[src/include/sic_pkg.sv]
`default_nettype none
package sic_pkg;
  localparam logic [7:0] SIC_ADDR_LOW = 8'h0B;
  localparam logic [7:0] SIC_ADDR_HIGH = 8'h1E;
  localparam int SIC_NSRC = 6;
  localparam int SIC_ADDR_W = 8;
  localparam int SIC_VEC_W = 12;
  // Low register fields
  localparam int SIC_L_MASTER = 0;
  localparam int SIC_L_EN_A = 1;
  localparam int SIC_L_EN_B = 2;
  localparam int SIC_L_EN_CA = 3;
  localparam int SIC_L_F_A = 4;
  localparam int SIC_L_F_B = 5;
  localparam int SIC_L_F_CA = 6;
  // High register fields
  localparam int SIC_H_EN_CB = 0;
  localparam int SIC_H_EN_TB = 1;
  localparam int SIC_H_EN_RT = 2;
  localparam int SIC_H_F_CB = 4;
  localparam int SIC_H_F_TB = 5;
  localparam int SIC_H_F_RT = 6;
  localparam logic [7:0] SIC_RESET_VAL = 8'h00;
  localparam logic [SIC_VEC_W-1:0] SIC_VEC_EXT_A = 12'h004;
  localparam logic [SIC_VEC_W-1:0] SIC_VEC_EXT_B = 12'h008;
  localparam logic [SIC_VEC_W-1:0] SIC_VEC_CNT_A = 12'h00C;
  localparam logic [SIC_VEC_W-1:0] SIC_VEC_CNT_B = 12'h010;
  localparam logic [SIC_VEC_W-1:0] SIC_VEC_TICK = 12'h014;
  localparam logic [SIC_VEC_W-1:0] SIC_VEC_RTC = 12'h018;
  typedef enum logic [1:0] {SIC_IDLE, SIC_ACK} sic_state_type;
endpackage
`default_nettype wire

[src/include/sic_req_if.sv]
`default_nettype none
interface sic_req_if #(parameter int N = 6);
  logic [N-1:0] pend;
  logic [N-1:0] grant;
  logic any;
  modport arb (input pend, output grant, output any);
  modport top (output pend, input grant, input any);
endinterface
`default_nettype wire

[src/rtl/sic_arbiter.sv]
`default_nettype none
module sic_arbiter #(parameter int N = 6) (
  sic_req_if.arb bus
);
  // Carry chain needs at least two requesters
  if (N < 2) begin : g_n_check
    $error("sic_arbiter: N too small");
  end
  // Fixed priority: lowest index wins
  assign bus.grant = bus.pend & (~bus.pend + {{(N-1){1'b0}}, 1'b1});
  assign bus.any = |bus.pend;
endmodule
`default_nettype wire

[src/rtl/sic_controller.sv]
// Summary of operation
// - Falling edge on external inputs sets low bits 4 and 5.
// - Enabled external flags vector to 04H or 08H when stack not full.
// - Accepting an interrupt clears its flag and the master enable.
// - Counter A overflow sets low bit 6, vectors to 0CH.
// - Counter B overflow sets high bit 4, vectors to 10H.
// - Time base tick sets high bit 5, vectors to 14H.
// - RTC tick sets high bit 6, vectors to 18H.
// - Further acks held until reenabling return or software reenable.
// - Reenabling return sets master enable; plain return leaves it.
// - Requests are serviced at the next second-phase edge.
// - Simultaneous requests serviced in fixed priority one to six.
// - Master enable low masks every source.
// - Low register: master, ext A, ext B, counter A enables; bit 7 zero.
// - High register: counter B, tick, RTC enables; bits 3, 7 zero.
// - Disabled sources still record their request flags.
// - Flags stay set until serviced or cleared by software.
// - Low register at 0BH, high at 1EH in data memory.
// - Full stack blocks acknowledgment until the pointer drops.
// - Only the program counter is pushed on acceptance.
// - Every source can wake the halted device.
`default_nettype none
module sic_controller
  import sic_pkg::*;
#(
  parameter int ADDR_W = SIC_ADDR_W
) (
  input wire logic mclk_in,
  input wire logic reset_in,
  input wire logic clk_en_in,
  input wire logic second_clock_phase_in,
  input wire logic ext_irq_in_a,
  input wire logic ext_irq_in_b,
  input wire logic counter_a_ovf_in,
  input wire logic counter_b_ovf_in,
  input wire logic tick_base_in,
  input wire logic rtc_tick_in,
  input wire logic stack_full_in,
  input wire logic ack_taken_in,
  input wire logic return_and_reenable_in,
  input wire logic plain_return_in,
  input wire logic halted_in,
  input wire logic [ADDR_W-1:0] mem_addr_in,
  input wire logic mem_wr_in,
  input wire logic [7:0] mem_wdata_in,
  output logic [7:0] mem_rdata_out,
  output logic irq_req_out,
  output logic [SIC_VEC_W-1:0] irq_vector_out,
  output logic push_pc_out,
  output logic wake_out
);
  // Both register locations need five address bits
  if (ADDR_W < 5 || ADDR_W > 8) begin : g_addr_check
    $error("sic_controller: ADDR_W out of range");
  end

  logic [7:0] low_r, low_nxt, high_r, high_nxt;
  logic ext_a_prev_r, ext_b_prev_r;
  logic [SIC_NSRC-1:0] serviced_r, serviced_nxt;
  logic [7:0] rdata_nxt;
  logic irq_req_nxt, push_nxt, wake_nxt;
  logic [SIC_VEC_W-1:0] vec_nxt;
  sic_state_type state_r, state_nxt;

  wire sel_low = (mem_addr_in == SIC_ADDR_LOW[ADDR_W-1:0]);
  wire sel_high = (mem_addr_in == SIC_ADDR_HIGH[ADDR_W-1:0]);
  wire wr_low = mem_wr_in && sel_low;
  wire wr_high = mem_wr_in && sel_high;

  wire fall_a = ext_a_prev_r && !ext_irq_in_a;
  wire fall_b = ext_b_prev_r && !ext_irq_in_b;
  wire [SIC_NSRC-1:0] hw_set = {rtc_tick_in, tick_base_in, counter_b_ovf_in,
                                counter_a_ovf_in, fall_b, fall_a};

  wire master_irq_enable = low_r[SIC_L_MASTER];
  wire [SIC_NSRC-1:0] src_flag = {high_r[SIC_H_F_RT], high_r[SIC_H_F_TB],
                                  high_r[SIC_H_F_CB], low_r[SIC_L_F_CA],
                                  low_r[SIC_L_F_B], low_r[SIC_L_F_A]};
  wire [SIC_NSRC-1:0] src_en = {high_r[SIC_H_EN_RT], high_r[SIC_H_EN_TB],
                                high_r[SIC_H_EN_CB], low_r[SIC_L_EN_CA],
                                low_r[SIC_L_EN_B], low_r[SIC_L_EN_A]};

  // Master enable masks all; enables gate service only
  wire [SIC_NSRC-1:0] pend = (master_irq_enable && !stack_full_in) ?
                             (src_flag & src_en) : {SIC_NSRC{1'b0}};

  sic_req_if #(.N(SIC_NSRC)) arb_bus ();
  assign arb_bus.pend = pend;
  sic_arbiter #(.N(SIC_NSRC)) u_arb (.bus(arb_bus));
  wire [SIC_NSRC-1:0] grant = arb_bus.grant;

  // Decide only on a second-phase edge
  wire take = (state_r == SIC_IDLE) && second_clock_phase_in && arb_bus.any;

  wire [SIC_VEC_W-1:0] grant_vec =
    grant[0] ? SIC_VEC_EXT_A :
    grant[1] ? SIC_VEC_EXT_B :
    grant[2] ? SIC_VEC_CNT_A :
    grant[3] ? SIC_VEC_CNT_B :
    grant[4] ? SIC_VEC_TICK : SIC_VEC_RTC;

  always_comb begin
    state_nxt = state_r;
    serviced_nxt = {SIC_NSRC{1'b0}};
    irq_req_nxt = irq_req_out;
    vec_nxt = irq_vector_out;
    push_nxt = 1'b0;
    case (state_r)
      SIC_IDLE: begin
        if (take) begin
          state_nxt = SIC_ACK;
          irq_req_nxt = 1'b1;
          vec_nxt = grant_vec;
          serviced_nxt = grant;
        end
      end
      SIC_ACK: begin
        if (ack_taken_in) begin
          // Core pushes the program counter only
          state_nxt = SIC_IDLE;
          irq_req_nxt = 1'b0;
          push_nxt = 1'b1;
        end
      end
      default: state_nxt = SIC_IDLE;
    endcase
  end

  // Clear flag and master enable on accept
  // Flags held otherwise; hardware set wins over write
  wire [7:0] low_base = wr_low ? mem_wdata_in : low_r;
  wire [7:0] high_base = wr_high ? mem_wdata_in : high_r;
  wire [SIC_NSRC-1:0] flag_base = {high_base[SIC_H_F_RT], high_base[SIC_H_F_TB],
                                   high_base[SIC_H_F_CB], low_base[SIC_L_F_CA],
                                   low_base[SIC_L_F_B], low_base[SIC_L_F_A]};
  wire [SIC_NSRC-1:0] flag_nxt = (flag_base & ~serviced_nxt) | hw_set;
  wire master_en_nxt = return_and_reenable_in ? 1'b1 :
                       take ? 1'b0 : low_base[SIC_L_MASTER];

  always_comb begin
    // Low layout, bit 7 reads zero
    low_nxt = SIC_RESET_VAL;
    low_nxt[SIC_L_MASTER] = master_en_nxt;
    low_nxt[SIC_L_EN_A] = low_base[SIC_L_EN_A];
    low_nxt[SIC_L_EN_B] = low_base[SIC_L_EN_B];
    low_nxt[SIC_L_EN_CA] = low_base[SIC_L_EN_CA];
    low_nxt[SIC_L_F_A] = flag_nxt[0];
    low_nxt[SIC_L_F_B] = flag_nxt[1];
    low_nxt[SIC_L_F_CA] = flag_nxt[2];
    // High layout, bits 3 and 7 zero
    high_nxt = SIC_RESET_VAL;
    high_nxt[SIC_H_EN_CB] = high_base[SIC_H_EN_CB];
    high_nxt[SIC_H_EN_TB] = high_base[SIC_H_EN_TB];
    high_nxt[SIC_H_EN_RT] = high_base[SIC_H_EN_RT];
    high_nxt[SIC_H_F_CB] = flag_nxt[3];
    high_nxt[SIC_H_F_TB] = flag_nxt[4];
    high_nxt[SIC_H_F_RT] = flag_nxt[5];
  end

  assign rdata_nxt = sel_low ? low_nxt : sel_high ? high_nxt : SIC_RESET_VAL;
  // Any new request wakes a halted core
  assign wake_nxt = halted_in && (|hw_set);

  always_ff @(posedge mclk_in or posedge reset_in) begin
    if (reset_in) begin
      low_r <= SIC_RESET_VAL;
      high_r <= SIC_RESET_VAL;
      ext_a_prev_r <= 1'b1;
      ext_b_prev_r <= 1'b1;
      state_r <= SIC_IDLE;
      serviced_r <= '0;
      mem_rdata_out <= SIC_RESET_VAL;
      irq_req_out <= 1'b0;
      irq_vector_out <= '0;
      push_pc_out <= 1'b0;
      wake_out <= 1'b0;
    end else if (clk_en_in) begin
      low_r <= low_nxt;
      high_r <= high_nxt;
      ext_a_prev_r <= ext_irq_in_a;
      ext_b_prev_r <= ext_irq_in_b;
      state_r <= state_nxt;
      serviced_r <= serviced_nxt;
      mem_rdata_out <= rdata_nxt;
      irq_req_out <= irq_req_nxt;
      irq_vector_out <= vec_nxt;
      push_pc_out <= push_nxt;
      wake_out <= wake_nxt;
    end
  end
endmodule
`default_nettype wire

[config.mk]
export PLATFORM = sky130hd
export DESIGN_NAME = sic_controller
export DESIGN_NICKNAME = d
export VERILOG_FILES = /design/src/include/sic_pkg.sv /design/src/include/sic_req_if.sv /design/src/rtl/sic_arbiter.sv /design/src/rtl/sic_controller.sv
export SDC_FILE = /design/constraint.sdc
export NUM_CORES = 1
export LEC_CHECK = 0
export BUFFER_PORTS_ARGS = -buffer_cell sky130_fd_sc_hd__buf_2
export CAP_MARGIN = 10
export CORE_MARGIN = 3
export CORE_UTILIZATION = 36
export CTS_CLUSTER_DIAMETER = 100
export DETAILED_ROUTE_END_ITERATION = 8
export PLACE_DENSITY = 0.64
export SLEW_MARGIN = 20
export SYNTH_ARGS = -nofsm -noshare
export SYNTH_HDL_FRONTEND = slang
export SYNTH_HIERARCHICAL = 1
export SYNTH_SLANG_ARGS = --single-unit
[constraint.sdc]
create_clock -name mclk_in -period 7.4 [get_ports mclk_in]
set_input_delay 0.74 -clock mclk_in [delete_from_list [all_inputs] [get_ports mclk_in]]
set_output_delay 0.74 -clock mclk_in [all_outputs]
set_load 0.05 [all_outputs]
# Word level (Yosys, flattened, before mapping)
# Cells that the tools add are included.
# totals
out_inout_bits	23
elab_cells	62
inputBits	32
regBits	40
# op_classes
eq_ne	5
bitwise	6
muxes	22
addsub	1
n_reduce_logical	18
# op_table
cell	n
7-bit two-way mux	4
6-bit bitwise AND	3
6-bit two-way mux	3
5-bit two-way mux	3
6-bit NOT	2
6-bit OR reduction	2
8-bit by 4-bit == test with 1-bit output (second input constant)	1
8-bit by 5-bit == test with 1-bit output (second input constant)	1
1-bit logical AND	8
4-bit two-way mux	2
6-bit by 1-bit adder with 6-bit output (second input constant)	1
1-bit two-way mux	6
6-bit OR	1
3-bit AND reduction	2
2-bit two-way mux	2
2-bit inequality test (second input constant)	2
2-bit case mux with 2 select lines	1
4-bit AND reduction	1
1-bit logical NOT	3
2-bit by 1-bit == test with 1-bit output (second input constant)	1
2-bit logical NOT	1
1-bit case mux with 2 select lines	1
2-bit nonzero test	1

# Depth between registers and ports, before layout
# Gate-level depths: netlist (run 1).
# logic_depth
word_depth	13
depth_mapped	10
mapped_depth_nobuf	9

# By module
# The synthesis (run 1) kept the hierarchy.
# modules_own_cells
mod	cells_per_inst	area_each_um2	instances	seq_area_each_um2
sic_controller	164	1587.8	1	703.2
sic_arbiter	9	62.6	1	0.0

# Worst setup path after synthesis (run 1)
# OpenSTA, ideal clock, no wires.
# synth_path
path_type	input port to flip-flop
start	in stack_full_in
end	reg mem_rdata_out[4]
t_arrival_ps	2662
cell_stages	9
t_required_ps	7310
path_buffers	1
setup_time_ps	90
slack_ps	4648
path_cell_list	nor2b_1 > and3_1 > or4_4 > or3_1 > and3b_1 > clkbuf_1 > and3_1 > a211o_1 > o221ai_1
# synth_between
word_cells_on_any_way	15
classes_between	add/sub: 1; mux: 5; bitwise: 5; reduce/logical: 4
# synth_rtl
element	line	text
from (decl)	sic_controller.sv:38	input wire logic stack_full_in,
1-bit logical NOT *	sic_controller.sv:84	wire [SIC_NSRC-1:0] pend = (master_irq_enable && !stack_full_in) ?
1-bit logical AND *	sic_controller.sv:84	
6-bit two-way mux *	sic_controller.sv:84	
named net arb_bus.pend[3]	sic_req_if.sv:3	logic [N-1:0] pend;
6-bit OR reduction *	sic_arbiter.sv:11	assign bus.any = |bus.pend;
named net arb_bus.any	sic_req_if.sv:5	logic any;
1-bit logical AND *	sic_controller.sv:93	wire take = (state_r == SIC_IDLE) && second_clock_phase_in && arb_bus.any;
6-bit two-way mux *	sic_controller.sv:110	if (take) begin
6-bit two-way mux *	sic_controller.sv:108	case (state_r)
6-bit NOT *	sic_controller.sv:136	wire [SIC_NSRC-1:0] flag_nxt = (flag_base & ~serviced_nxt) | hw_set;
6-bit bitwise AND *	sic_controller.sv:136	
6-bit OR *	sic_controller.sv:136	
7-bit two-way mux	sic_controller.sv:160	assign rdata_nxt = sel_low ? low_nxt : sel_high ? high_nxt : SIC_RESET_VAL;
7-bit two-way mux *	sic_controller.sv:160	
to (signal assigned)	sic_controller.sv:184	mem_rdata_out <= rdata_nxt;
to (decl)	sic_controller.sv:46	output logic [7:0] mem_rdata_out,
# Mark *: on every way through the listed nets, which the timed path passes. The rest lies on a longest branch.
# A chain may end at the register's enable or synchronous reset.

# Final worst setup path (run 1)
# Ends and elaborated chain as after synthesis.

==> out/summary.log, run 1 <==
[critical_path] required time worst endpoint 7.59 ns
[timing] period utilisation layout 0.364
[timing] setup skew after layout 0.00429 ns
[power] total power of the final layout 0.000332 W
[power] Max rail drop VDD 0.121 mV
[finish] share of post-route cells with drive strength above 1 0.319
[synth] Post-synth top cells sky130_fd_sc_hd__dfrtp_1 (26), sky130_fd_sc_hd__nand2_1 (25), sky130_fd_sc_hd__a21oi_1 (13), sky130_fd_sc_hd__mux2_2 (13), sky130_fd_sc_hd__buf_4 (11)
[floorplanning] Die Area 5430 sq um
[routing] Pre-Repair DR Iteration Count 4
[clock_network] clock transition at the registers of the reported paths 0.09 ns
[run_status] run status finished clean
[critical_path] cell type group with the largest total delay on the critical path simple AND/OR/NAND/NOR gates
[routing] Total Wirelength 3.90 mm
[synth] portion of synthesized cell area occupied by the leading cell type 0.394
[power] Internal Pwr Total 0.000222 W
[placement] post-placement cell count 256
[finish] Layout Area Growth over Synthesis 14.7%
[routing] vias per std cell 5.25
[routing] 1st-iter DRT viols 90
[power] register share of total power 0.504
[timing] headroom to the max-slew limit 0.599
[synth] area of the mapped netlist 1650 sq um
[finish] Final Instance Count excl. Fillers 260
[synth] gate count after technology mapping 173
[clock_network] later-pin clock latency in the skew report 0.27 ns
[timing] pin slew with the least headroom to its limit 0.601 ns
[worst_hold_path] class of the tightest hold or removal check flop to flop
[finish] # nets final 243
[routing] final antenna-violating net count 0
[timing] upper clock frequency limit 371 MHz
[floorplanning] die span in x 73.7 um
[critical_path] largest fanout on the critical path 11
[clock_network] cts-stage hold buffer count 0
[critical_path] CP endpoint kind flop
[routing] number of vias after detailed routing 1,366
[timing] shortest period the worst path allows 2.69 ns
[grt] first-pass GRT wire length 6.44 mm
[synth] flip-flop and latch count after synthesis 28
[timing] Final Hold Violating Endpoints 0
[synth] post-synthesis average cell area 9.54 sq um
[floorplanning] FP Rows 23
[grt] number of global-route vias before repair 1,331
[synth] Yosys warning total 6
[clock_network] clock tree from TritonCTS built
[timing] final setup violation count 0
[timing] max-slew violation count 0
[grt] initial antenna violation count 0
[power] share of total power in the clock network 0.260
[critical_path] CP Cell Sequence buf_2 > nor2b_1 > and3_1 > or4_4 > or3_1 > and3b_1 > and3_1 > a211o_1 > o221ai_1
[finish] Util after Layout 0.451
[critical_path] Worst path most repeated cell sky130_fd_sc_hd__and3_1
[critical_path] highest-delay cell along the critical path sky130_fd_sc_hd__or4_4
[critical_path] delay of the slowest cell on the worst path 0.54 ns
[power] fraction of power consumed by combinational cells 0.236
[synth] share of async-settable or async-resettable flops after synthesis 1.00
[power] Pwr per Cell Area 175 nW/um^2
[power] static leakage 0.920 nW
[placement] input/output buffers 42
[synth] count of flip-flops with a built-in enable after synthesis 0
[clock_network] CTS root buf sky130_fd_sc_hd__clkbuf_8
[clock_network] Bufs on Longest Clock Path 2
[routing] number of remaining DRC errors 0
[routing] detail-routed net length per standard cell 15.0 um
[critical_path] crit path buf inv count 1
[synth] sequential fraction of the synthesis area 0.426
[synth] most common cell in the synthesized netlist sky130_fd_sc_hd__dfrtp_1
[timing] RSZ-0062 raised after global routing no
[power] net switching share of the total power 0.332
[critical_path] data arrival time of the critical path 2.88 ns
[finish] final design instance area without fill 1890 sq um
[synth] prevailing post-synth register cell sky130_fd_sc_hd__dfrtp_1
[clock_network] total clock buffers created by CTS 3
[finish] Fill cells 431
[placement] Routability Congestion 0.838
[clock_network] number of clock sinks 28
[floorplanning] Placeable Area 4200 sq um
[critical_path] critical path launch point type primary input
[floorplanning] height of the chip 73.7 um
[grt] Total GRT Usage 0.152
[critical_path] critical path class primary input to flop
[clock_network] total of cells resized after clock tree synthesis 0
[floorplanning] I/O Pins 55
[clock_network] depth of the CTS H-tree 1
[finish] number of antenna repair diodes 0
[grt] pin count of the biggest net entering global routing 29
[grt] remaining global-route overflow 0
[placement] total placed instance area 1850 sq um
[placement] HPWL reported at the end of detailed placement 2.96 mm
[synth] leading area contributor after synthesis sky130_fd_sc_hd__dfrtp_1
[synth] number of distinct library cells after synthesis 44
[power] sw power 0.000110 W
[synth] cell types with the largest area share after synthesis sky130_fd_sc_hd__dfrtp_1 (39%), sky130_fd_sc_hd__mux2_2 (8.9%), sky130_fd_sc_hd__nand2_1 (5.7%), sky130_fd_sc_hd__buf_4 (5.0%), sky130_fd_sc_hd__mux2i_1 (4.2%)
[timing] setup TNS 0 ns
[clock_network] # Post-CTS Setup Buffers 0
[floorplanning] initial core utilization 0.393
[run] maximum capacitance violations 0
-- metal layers --
layer  vias to the layer above  share of wire  track usage
met4                         0         0.0010       0.0201
met2                        48           0.44        0.231
met3                         2          0.069       0.0356
met5                         -              0            0
met1                       642           0.49        0.223
li1                        674              -            -
-- registers in the layout, indices dropped and copies added (netlist names) --
register and cells:
ext_a_prev_r 1, irq_req_out 1, push_pc_out 1, low_r 7, mem_rdata_out 7, ext_b_prev_r 1
wake_out 1, irq_vector_out 3, high_r 6
-- worst register-to-register path, stage by stage (launching register included) --
cell	delay (ns)
sky130_fd_sc_hd__dfrtp_1	0.40
sky130_fd_sc_hd__nor2b_1	0.19
sky130_fd_sc_hd__and3_1	0.22
sky130_fd_sc_hd__or4_4	0.55
sky130_fd_sc_hd__or3_1	0.32
sky130_fd_sc_hd__and3b_1	0.32
sky130_fd_sc_hd__and3_1	0.25
sky130_fd_sc_hd__a211o_1	0.27
sky130_fd_sc_hd__o221ai_1	0.07
-- per-stage QoR --
step | hold WS [ns] | worst slack, ns
floorplan | 0.479 | 4.65
global placement | 0.460 | 4.41
detailed placement | 0.463 | 4.40
CTS | 0.485 | 4.70
global route | 0.524 | 4.48
finish | 0.478 | 4.71
-- layout make-up --
cell class | instances | area (sq um) | share of cell area
clock buffers | 4 | 45.0 | 0.0238
well taps | 50 | 62.6 | 0.0330
inverters | 8 | 30.0 | 0.0159
flip-flops and latches | 28 | 703 | 0.371
repair buffers | 42 | 210 | 0.111
multi-input cells | 128 | 842 | 0.445
-- cells by family (layout without fill, tap and decap cells) --
kind of cell    after synthesis  in the layout  share of synthesized area
buf+inv                      26             54                     0.0842
mux                          20             20                      0.131
flops                        28             28                      0.426
compound gates               36             36                      0.140
other cells                   1             10                    0.00227
simple gates                 62             62                      0.217
-- layout by cell type (no fill, tap or decap), types with 2 or more instances in the layout --
master	instances
sky130_fd_sc_hd__buf_2	42
sky130_fd_sc_hd__dfrtp_1	26
sky130_fd_sc_hd__nand2_1	25
sky130_fd_sc_hd__mux2_2	13
sky130_fd_sc_hd__a21oi_1	13
sky130_fd_sc_hd__conb_1	10
sky130_fd_sc_hd__nor2_1	9
sky130_fd_sc_hd__inv_1	7
sky130_fd_sc_hd__and3_1	7
sky130_fd_sc_hd__mux2i_1	7
sky130_fd_sc_hd__o21ai_0	6
sky130_fd_sc_hd__o221ai_1	4
sky130_fd_sc_hd__clkbuf_8	3
sky130_fd_sc_hd__nor4b_1	2
sky130_fd_sc_hd__a31oi_1	2
sky130_fd_sc_hd__nor2b_1	2
sky130_fd_sc_hd__dfstp_2	2
sky130_fd_sc_hd__nor3b_1	2
-- power groups by stage --
stage	Sequential, W	Clock (W)	Combinational [W]
after floorplan	0.000192	0	0.0000388
after global placement	0.000171	0	0.0000780
after detailed placement	0.000171	0	0.0000787
after CTS	0.000168	0.0000880	0.0000788
after global routing	0.000169	0.0000952	0.0000853
final	0.000167	0.0000862	0.0000783
-- final timing paths --
kind / startpoint / end / slack [ns] / cells after the start
hold / removal: wake_out / wake_out / 0.48 / 1
hold reg to reg: wake_out / wake_out / 0.48 / 1
max in group asynchronous: reset_in / low_r[5] / 6.48 / 2
min in group asynchronous: reset_in / mem_rdata_out[3] / 0.52 / 2
setup reg to reg: low_r[0] / mem_rdata_out[4] / 4.74 / 8
setup / recovery: stack_full_in / mem_rdata_out[4] / 4.71 / 9
Power figures use the tool's default switching activity.
==> run 2, diff against run 1 <==
--- a/config.mk
+++ b/config.mk
@@ -11,7 +11,7 @@
 export CORE_UTILIZATION = 36
 export CTS_CLUSTER_DIAMETER = 100
 export DETAILED_ROUTE_END_ITERATION = 8
-export PLACE_DENSITY = 0.64
+export PLACE_DENSITY = 0.67
 export SLEW_MARGIN = 20
 export SYNTH_ARGS = -nofsm -noshare
 export SYNTH_HDL_FRONTEND = slang
==> constraint.sdc (replaced) <==
create_clock -name mclk_in -period 2.3 [get_ports mclk_in]
set_input_delay 0.23 -clock mclk_in [delete_from_list [all_inputs] [get_ports mclk_in]]
set_output_delay 0.23 -clock mclk_in [all_outputs]
set_load 0.05 [all_outputs]
==> out/summary.log, run 2 (synthesis gave the netlist of run 1 again) <==
[placement] Routability Congestion 0.866
[finish] share of post-route cells with drive strength above 1 0.457
[floorplanning] Placeable Area 4200 sq um
[worst_hold_path] class of the tightest hold or removal check primary input to asynchronous set/reset pin
[clock_network] clock tree from TritonCTS built
[finish] number of antenna repair diodes 0
[power] static leakage 1.02 nW
[critical_path] largest fanout on the critical path 7
[timing] Final Hold Violating Endpoints 0
[power] Pwr per Cell Area 518 nW/um^2
[routing] number of vias after detailed routing 1,430
[timing] headroom to the max-slew limit 0.603
[grt] initial antenna violation count 0
[critical_path] critical path class flop to flop
[clock_network] Bufs on Longest Clock Path 2
[timing] period utilisation layout 1.03
[routing] number of remaining DRC errors 0
[critical_path] Register-to-Register Path Depth 9
[grt] number of global-route vias before repair 1,389
[floorplanning] die span in x 73.7 um
[timing] max-slew violation count 0
[grt] pin count of the biggest net entering global routing 29
[run_status] violated checks setup timing
[timing] setup slack after layout -0.0620 ns
[timing] setup TNS -0.192 ns
[routing] detail-routed net length per standard cell 15.0 um
[floorplanning] height of the chip 73.7 um
[critical_path] critical path launch point type flop
[clock_network] later-pin clock latency in the skew report 0.27 ns
[floorplanning] I/O Pins 55
[placement] input/output buffers 42
[clock_network] number of clock sinks 28
[critical_path] CP Cell Sequence nor2b_4 > and3_4 > or4_4 > or3_4 > and3b_2 > buf_6 > nand2_2 > a21oi_2 > o221ai_1
[grt] first-pass GRT wire length 6.49 mm
[critical_path] delay of the slowest cell on the worst path 0.53 ns
[critical_path] worst r2r src low_r[0]
[critical_path] required time worst endpoint 2.49 ns
[critical_path] highest-delay cell along the critical path sky130_fd_sc_hd__or4_4
[placement] HPWL reported at the end of detailed placement 3.13 mm
[clock_network] depth of the CTS H-tree 1
[critical_path] Crit Reg-Reg Endpoint mem_rdata_out[5]
[timing] pin slew with the least headroom to its limit 0.587 ns
[clock_network] clock transition at the registers of the reported paths 0.09 ns
[timing] shortest period the worst path allows 2.36 ns
[timing] setup skew after layout 0.00568 ns
[clock_network] # Post-CTS Setup Buffers 0
[timing] final setup violation count 4
[critical_path] CP endpoint kind flop
[clock_network] cts-stage hold buffer count 0
[critical_path] setup slack of the most critical reg-to-reg path -0.06 ns
[routing] 1st-iter DRT viols 81
[routing] Total Wirelength 4.09 mm
[run_status] run status finished with violations
[timing] upper clock frequency limit 423 MHz
[placement] Place WS -0.110 ns
[floorplanning] initial core utilization 0.393
[finish] Layout Area Growth over Synthesis 27.1%
[grt] remaining global-route overflow 0
[clock_network] CTS root buf sky130_fd_sc_hd__clkbuf_8
[run] maximum capacitance violations 0
[power] Max rail drop VDD 0.244 mV
[routing] vias per std cell 5.24
[finish] Top Registers low_r (7), mem_rdata_out (7), high_r (6)
[clock_network] total clock buffers created by CTS 3
[grt] Total GRT Usage 0.156
[routing] Pre-Repair DR Iteration Count 4
[timing] RSZ-0062 raised after global routing yes
[floorplanning] Die Area 5430 sq um
[routing] final antenna-violating net count 0
[critical_path] data arrival time of the critical path 2.55 ns
[timing] Final Hold Slack 0.00798 ns
[floorplanning] FP Rows 23
[finish] highest-count cells in the layout ignoring fill and taps sky130_fd_sc_hd__buf_2 (42), sky130_fd_sc_hd__dfrtp_1 (26), sky130_fd_sc_hd__nand2_1 (21), sky130_fd_sc_hd__mux2_2 (13), sky130_fd_sc_hd__buf_4 (11)
[finish] commonest non-fill, non-tap cell in the layout sky130_fd_sc_hd__buf_2
[finish] # nets final 256
-- run 2: cell types whose count changed in the layout (fill, tap and decap cells not counted), sizes merged --
cell | previous run | this run
buf | 42 | 55
-- run 2: worst max path at each step --
stage                     slack [ns]                to  cells after the start     start
final                          -0.06  mem_rdata_out[5]                      9  low_r[0]
after global routing           -0.16          low_r[4]                      9  low_r[0]
after CTS                      -0.09  mem_rdata_out[6]                      9  low_r[0]
after detailed placement       -0.11  mem_rdata_out[6]                      9  low_r[0]
after global placement         -0.06  mem_rdata_out[5]                      9  low_r[0]
after floorplan                -0.02  mem_rdata_out[4]                      9  low_r[0]
-- run 2: routing by layer --
layer	up-vias	track usage	wire [um]
li1	695	-	-
met1	691	0.221	1960
met2	42	0.243	1850
met3	2	0.0315	259
met4	0	0.0362	18
met5	-	0	0
-- run 2: timing repair --
item	4_1_cts	5_1_grt
setup endpoints to repair	10	15
pin swaps	12	6
gates resized for setup	11	13
-- run 2: area by class of cell --
type                       instances  area, sq um
clock buffer                       4         45.0
fill                             398         2100
inverter                           8         30.0
multi-input combinational        128          941
sequential                        28          703
tap                               50         62.6
timing repair buffer              55          315
-- run 2: critical path, delay by kind of cell, from the launching register on --
| kind | cells | cell delay [ns] |
|---|---|---|
| flops | 1 | 0.39 |
| simple gates | 6 | 1.48 |
| buf+inv | 1 | 0.15 |
| compound gates | 2 | 0.25 |
-- run 2: power breakdown --
| part | internal, W | switching, W | total (W) |
|---|---|---|---|
| clock | 0.000124 | 0.000150 | 0.000274 |
| sequential | 0.000523 | 0.0000159 | 0.000539 |
| combinational | 0.0000802 | 0.000193 | 0.000273 |
-- run 2: per-stage QoR --
step | util | std cells | cell area (sq um) | total power [W]
final | 0.499 | 273 | 2100 | 0.00109
after global placement | 0.470 | 269 | 1970 | 0.000812
after global routing | 0.499 | 273 | 2100 | 0.00114
after floorplan | - | 182 | 1720 | 0.000747
after CTS | 0.488 | 273 | 2050 | 0.00109
after detailed placement | 0.470 | 269 | 1970 | 0.000814
